`src/inc/cmd_buffer_pkg.sv`:
```
`default_nettype none

package cmd_buffer_pkg;

    // Command and address path width
    localparam int CMD_W = 28;
    // Termination and clock-enable pairs
    localparam int PAIR_W = 2;

    // Parity coverage, bit n-1 stands for input n
    localparam logic [CMD_W-1:0] COVER_MASK_CFG0 = 28'hfff0f5f;
    localparam logic [CMD_W-1:0] COVER_MASK_CFG1 = 28'hfaf0fff;

    // Timing counts in clock cycles
    localparam int PARITY_LAG_CYCLES = 1;
    localparam int MIN_HOLD_CYCLES = 2;
    localparam int LPM_TAIL_CYCLES = 2;
    localparam int HOLD_CNT_W = 2;
    localparam logic [HOLD_CNT_W-1:0] MIN_HOLD_LOAD = 2'h1;
    localparam logic [HOLD_CNT_W-1:0] LPM_TAIL_LOAD = 2'h2;

    // Reset values
    localparam logic ERR_N_RESET = 1'b1;
    localparam logic OUT_RESET = 1'b0;
    localparam logic [HOLD_CNT_W-1:0] HOLD_CNT_RESET = 2'h0;

    // Control inputs seen on one clock crossing
    typedef struct packed {
        logic chip_select_a;
        logic chip_select_b;
        logic select_gate_enable;
        logic [PAIR_W-1:0] termination_ctl;
        logic [PAIR_W-1:0] clock_enable;
    } ctl_bits_t;

    // Data waiting for its parity bit
    typedef struct packed {
        logic checked;
        logic low_power_state;
        logic [CMD_W-1:0] covered;
    } chk_stage_t;

    // Outcome of one parity comparison
    typedef struct packed {
        logic checked;
        logic low_power_state;
        logic mismatch;
    } err_event_t;

endpackage : cmd_buffer_pkg

`default_nettype wire

```
`src/hdl/registered_cmd_buffer_parity.sv`:
```
// What this block does
// Cycles with a chip select low check even parity; error output low on mismatch.
// Parity arrives one cycle late and pairs with the previously registered data.
// After a single error the error output stays low at least two cycles.
// Consecutive errors keep the error output low for as long as they last.
// The gate enable has no say in parity checking; chip selects alone decide.
// Both chip selects and gate enable high mean low power; error output holds.
// Error low entering low power stays low through it plus two cycles.
// Inputs are captured on each clock crossing; otherwise outputs hold.
// Reset clears all registers, drives data outputs low and error output high.
// With gate enable high, suspendable outputs update only when a chip select is low.
// The configuration select picks which inputs are covered by parity.
// Chip select, termination and clock-enable outputs are redriven every crossing.
`timescale 1ns/1ps
`default_nettype none

module registered_cmd_buffer_parity #(
    parameter int DATA_W = cmd_buffer_pkg::CMD_W
) (
    input wire logic ref_clk_i,
    input wire logic reset_n_i,
    input wire logic config_select_i,
    input wire logic select_gate_enable_i,
    input wire logic chip_select_in_a_i,
    input wire logic chip_select_in_b_i,
    input wire logic [cmd_buffer_pkg::PAIR_W-1:0] termination_ctl_in_i,
    input wire logic [cmd_buffer_pkg::PAIR_W-1:0] clock_enable_in_i,
    input wire logic [DATA_W-1:0] cmd_addr_in_i,
    input wire logic parity_bit_in_i,
    output logic [DATA_W-1:0] cmd_addr_out_o,
    output logic chip_select_out_a_o,
    output logic chip_select_out_b_o,
    output logic [cmd_buffer_pkg::PAIR_W-1:0] termination_ctl_out_o,
    output logic [cmd_buffer_pkg::PAIR_W-1:0] clock_enable_out_o,
    output logic low_power_state_o,
    output logic parity_error_n_o,
    output logic parity_error_oe_n_o
);
    import cmd_buffer_pkg::*;

    // Parity masks cover the first CMD_W inputs only
    if (DATA_W < CMD_W) begin : g_width_check
        $error("DATA_W must be at least CMD_W");
    end

    ctl_bits_t ctl_now;
    logic any_select;
    logic next_lpm;
    logic [DATA_W-1:0] cover_mask;
    chk_stage_t chk_stage;
    err_event_t err_event;
    logic next_mismatch;
    logic err_n;

    // Bundle the control pins of this crossing
    assign ctl_now.chip_select_a = chip_select_in_a_i;
    assign ctl_now.chip_select_b = chip_select_in_b_i;
    assign ctl_now.select_gate_enable = select_gate_enable_i;
    assign ctl_now.termination_ctl = termination_ctl_in_i;
    assign ctl_now.clock_enable = clock_enable_in_i;

    // Check qualifier ignores the gate enable
    assign any_select = !ctl_now.chip_select_a || !ctl_now.chip_select_b;
    assign next_lpm = !any_select && ctl_now.select_gate_enable;

    // Coverage mask picked by configuration select
    always_comb begin
        cover_mask = '0;
        if (config_select_i) begin
            cover_mask[CMD_W-1:0] = COVER_MASK_CFG1;
        end else begin
            cover_mask[CMD_W-1:0] = COVER_MASK_CFG0;
        end
    end

    // Suspendable command and address outputs
    always_ff @(posedge ref_clk_i or negedge reset_n_i) begin
        if (!reset_n_i) begin
            cmd_addr_out_o <= {DATA_W{OUT_RESET}};
        end else if (!next_lpm) begin
            cmd_addr_out_o <= cmd_addr_in_i;
        end
    end

    // Never-suspended outputs follow every crossing
    always_ff @(posedge ref_clk_i or negedge reset_n_i) begin
        if (!reset_n_i) begin
            chip_select_out_a_o <= OUT_RESET;
            chip_select_out_b_o <= OUT_RESET;
            termination_ctl_out_o <= {PAIR_W{OUT_RESET}};
            clock_enable_out_o <= {PAIR_W{OUT_RESET}};
        end else begin
            chip_select_out_a_o <= ctl_now.chip_select_a;
            chip_select_out_b_o <= ctl_now.chip_select_b;
            termination_ctl_out_o <= ctl_now.termination_ctl;
            clock_enable_out_o <= ctl_now.clock_enable;
        end
    end

    // Low-power indication
    always_ff @(posedge ref_clk_i or negedge reset_n_i) begin
        if (!reset_n_i) begin
            low_power_state_o <= OUT_RESET;
        end else begin
            low_power_state_o <= next_lpm;
        end
    end

    // Covered data held one cycle to meet its parity bit
    always_ff @(posedge ref_clk_i or negedge reset_n_i) begin
        if (!reset_n_i) begin
            chk_stage <= '0;
        end else begin
            chk_stage.checked <= any_select;
            chk_stage.low_power_state <= next_lpm;
            chk_stage.covered <= cmd_addr_in_i[CMD_W-1:0] & cover_mask[CMD_W-1:0];
        end
    end

    // Even parity over held data and the late parity bit
    assign next_mismatch = (^chk_stage.covered) ^ parity_bit_in_i;

    // Comparison result registered, output moves on the edge after
    always_ff @(posedge ref_clk_i or negedge reset_n_i) begin
        if (!reset_n_i) begin
            err_event <= '0;
        end else begin
            err_event.checked <= chk_stage.checked;
            err_event.low_power_state <= chk_stage.low_power_state;
            err_event.mismatch <= chk_stage.checked && next_mismatch;
        end
    end

    // Latched error level
    parity_error_latch u_error_latch (
        .ref_clk_i(ref_clk_i),
        .reset_n_i(reset_n_i),
        .event_i(err_event),
        .parity_error_n_o(err_n)
    );

    // Open-drain pin: driven only while pulling low
    assign parity_error_n_o = err_n;
    assign parity_error_oe_n_o = err_n;
endmodule : registered_cmd_buffer_parity

`default_nettype wire

```
`src/hdl/parity_error_latch.sv`:
```
`timescale 1ns/1ps
`default_nettype none

module parity_error_latch (
    input wire logic ref_clk_i,
    input wire logic reset_n_i,
    input wire cmd_buffer_pkg::err_event_t event_i,
    output logic parity_error_n_o
);
    import cmd_buffer_pkg::*;

    logic [HOLD_CNT_W-1:0] hold_cnt;

    // Error level with minimum hold and low-power extension
    always_ff @(posedge ref_clk_i or negedge reset_n_i) begin
        if (!reset_n_i) begin
            parity_error_n_o <= ERR_N_RESET;
            hold_cnt <= HOLD_CNT_RESET;
        end else if (event_i.checked && event_i.mismatch) begin
            parity_error_n_o <= 1'b0;
            hold_cnt <= MIN_HOLD_LOAD;
        end else if (event_i.low_power_state) begin
            // Level frozen, a low level earns a tail after exit
            if (!parity_error_n_o) begin
                hold_cnt <= LPM_TAIL_LOAD;
            end
        end else if (hold_cnt != HOLD_CNT_RESET) begin
            hold_cnt <= hold_cnt - 2'h1;
        end else if (event_i.checked) begin
            parity_error_n_o <= 1'b1;
        end
    end
endmodule : parity_error_latch

`default_nettype wire

```
`config.mk`:
```
export PLATFORM = sky130hd
export DESIGN_NAME = registered_cmd_buffer_parity
export DESIGN_NICKNAME = d
export VERILOG_FILES = /design/src/inc/cmd_buffer_pkg.sv /design/src/hdl/registered_cmd_buffer_parity.sv /design/src/hdl/parity_error_latch.sv
export SDC_FILE = /design/constraint.sdc
export NUM_CORES = 1
export LEC_CHECK = 0
export BUFFER_PORTS_ARGS = -buffer_cell sky130_fd_sc_hd__buf_2
export CAP_MARGIN = 20
export CORE_ASPECT_RATIO = 0.6
export CORE_MARGIN = 3
export CORE_UTILIZATION = 30
export DETAILED_ROUTE_END_ITERATION = 10
export SYNTH_ARGS = -nofsm -noshare
export SYNTH_HDL_FRONTEND = slang
export SYNTH_HIERARCHICAL = 1
export SYNTH_SLANG_ARGS = --single-unit
export TNS_END_PERCENT = 1
```
`constraint.sdc`:
```
create_clock -name ref_clk_i -period 1.5 [get_ports ref_clk_i]
set_input_delay 0.3 -clock ref_clk_i [delete_from_list [all_inputs] [get_ports ref_clk_i]]
set_output_delay 0.3 -clock ref_clk_i [all_outputs]
set_load 0.005 [all_outputs]
```
==> metrics.txt <==
status finished, violations left; failing checks setup timing; dpl cells 321; WP data arrival 1.79 ns; Clock Tree Root clkbuf_16; Int Pwr 3.45 mW; layout cell share with drive strength beyond 1 0.543; post-synth top area share 0.693; CTS tree yes; clk_skew 0.00333 ns; total core area 7420 sq um; Seq pwr share 0.450; GP Congestion 0.693; number of enable flip-flop cells after synthesis 0; Synth area leader dfrtp_1; wire length per cell 13.2 um; Area Overhead vs Synth 35.4%; most used cell, CP xnor3_1; max-cap violations 0; std cell rows 24; WP buf/inv 0; DR vias/cell 4.08; WS Path Type flop to flop; maximum fanout along the worst path 1; Relative slew margins 0.689; H-tree levels 3; met1 wire length 2170 um; final hold violations 0; I/O Buffers 75; LEAKAGE 1.52 nW; Met2 Routed Length 1850 um; setup violators final 1; cts bufs inserted 9; worst slew pin tran 0.467 ns; Psw 1.08 mW; WHS 0.0838 ns; Switching Fraction 0.239; antenna violations before repair 0; post-synthesis sequential area ratio 0.704; synthesis-stage register bit count 66; Worst EP required 1.72 ns; CP endpoint kind flop; count leader, synth dfrtp_1; syn_area_per_cell 16.5 sq um; fillcell total 706; kind of cell adding the most delay to the critical path XOR/XNOR gates; register area 1650 sq um; Post-Syn Instances 142; top cells by area, synth dfrtp_1, mux2_2, xnor2_1; worst-path cell chain xnor2_2, xnor2_1, xnor3_1, xnor3_1, and2_1; Total GRT Usage 0.114; peak supply drop 0.558 mV; DRC 0; die width 120 um; Pre-Repair DR Iteration Count 4; RSZ-0062 raised after global routing yes; critical path startpoint category flop; gr ovfl total 0; fmax 0.635 GHz; combinational power share 0.148; final worst slack -0.0741 ns; clock period minus final worst setup slack 1.57 ns; Pins Over Slew Limit 0; ant diodes 0; largest stage delay on the critical path 0.42 ns; fraction of registers with async set/reset 1.00; period utilization 1.05; Die Ht 74.5 um; clock latency on the worst-skew pair 0.32 ns; largest net degree at the start of global routing 30; DP Area 2900 sq um; clock power share 0.402; Post-synth top cells dfrtp_1, mux2_2, xnor2_1; Setup Total Neg Slack -0.0741 ns; clk sinks 66; Reg clk slew, reported paths 0.05 ns; area of the die 8960 sq um; Pwr Density 1430 nW/um^2; vias in the first global route 1,414; Mapped Area 2350 sq um; post-synthesis cell type count 24; met3 WL 404 um; Final Non-Filler Cells 338; CTS Buffer Depth 2; Ports 76; Detailed Route WL 4470 um; # nets final 269; Setup Slack @ Placement -0.115 ns; Overall Power 4.53 mW; Initial Util 0.317; DRT iter0 DRCs 31; Syn Nets 182; vias 1,380; Hold Path Class input pin to flop; Yosys warning count 6; prevailing post-synth register cell dfrtp_1; top layer in use met4; first-pass GRT wire length 7400 um; multi-input logic area 663 sq um; DPL Wire Length 3170 um; Finished Cell Area 3180 sq um; Critical-path top delay cell xnor3_1; final core utilization 0.429; Routed Antenna Nets 0
## layout by cell type (no fill, tap or decap), types with 3 or more instances in the layout
| cell type | synthesis | final |
|---|---|---|
| and2_1 | 3 | 3 |
| buf_12 | 0 | 3 |
| buf_2 | 2 | 75 |
| clkbuf_16 | 0 | 9 |
| clkinv_2 | 0 | 5 |
| dfrtp_1 | 65 | 65 |
| inv_1 | 4 | 4 |
| mux2_2 | 28 | 28 |
| nand2_1 | 3 | 3 |
| xnor2_1 | 17 | 16 |
## power groups by stage
stage | Sequential, mW | Clock (mW) | Combinational [mW]
after floorplan | 2.06 | 0 | 0.430
after global placement | 2.06 | 0 | 0.665
after detailed placement | 2.07 | 0 | 0.681
after CTS | 2.04 | 1.91 | 0.687
after global routing | 2.06 | 2.00 | 0.760
final | 2.04 | 1.82 | 0.671
## cell families (layout without fill, tap and decap cells)
family,after synthesis,in the layout,synth area share
muxes,29,29,0.139
buffers and inverters,9,101,0.0170
AOI/OAI and AO/OA,5,5,0.0160
adders and majority gates,1,1,0.00533
and+or+nand+nor,10,10,0.0224
DFF,66,66,0.704
xor gates and xnor gates,22,22,0.0970
## final cells by class
class | instances | share of cell area
sequential | 66 | 0.520
tap | 104 | 0.0409
inverter | 5 | 0.00590
clock inverter | 6 | 0.0106
timing repair buffer | 80 | 0.142
clock buffer | 10 | 0.0720
multi-input combinational | 67 | 0.208
## layer usage
metal | global-route usage | vias up
li1 | - | 647
met3 | 0.0608 | 6
met4 | 0.0490 | 0
met5 | 0 | -
met2 | 0.154 | 60
met1 | 0.153 | 667
## repair_timing
action / CTS / global route
pin swaps: 1 / 1
hold buffers: 1 / 0
resized for setup: 1 / 0
endpoints found under the hold margin: 14 / 0
setup buffers: 0 / 0
setup endpoints to repair: 1 / 1
## state kept, by name, summed over array words and instances, names as in the netlist
name and cells:
u_error_latch/hold_cnt 2, termination_ctl_out_o 2, cmd_addr_out_o 28, chip_select_out_a_o 1
err_event 3, chk_stage 26, clock_enable_out_o 2, u_error_latch/parity_error_n_o 1
chip_select_out_b_o 1
## worst paths after layout
kind                       cells past startpoint                 start                     to  slack [ns]
max                                            5         chk_stage[24]           err_event[0]       -0.07
min                                            1  clock_enable_in_i[0]  clock_enable_out_o[0]        0.08
max reg2reg                                    5         chk_stage[24]           err_event[0]       -0.07
min reg2reg                                    0         chk_stage[28]           err_event[1]        0.37
max in group asynchronous                      3             reset_n_i           chk_stage[9]        0.51
min in group asynchronous                      2             reset_n_i    chip_select_out_b_o        0.49
Power figures use the tool's default switching activity.
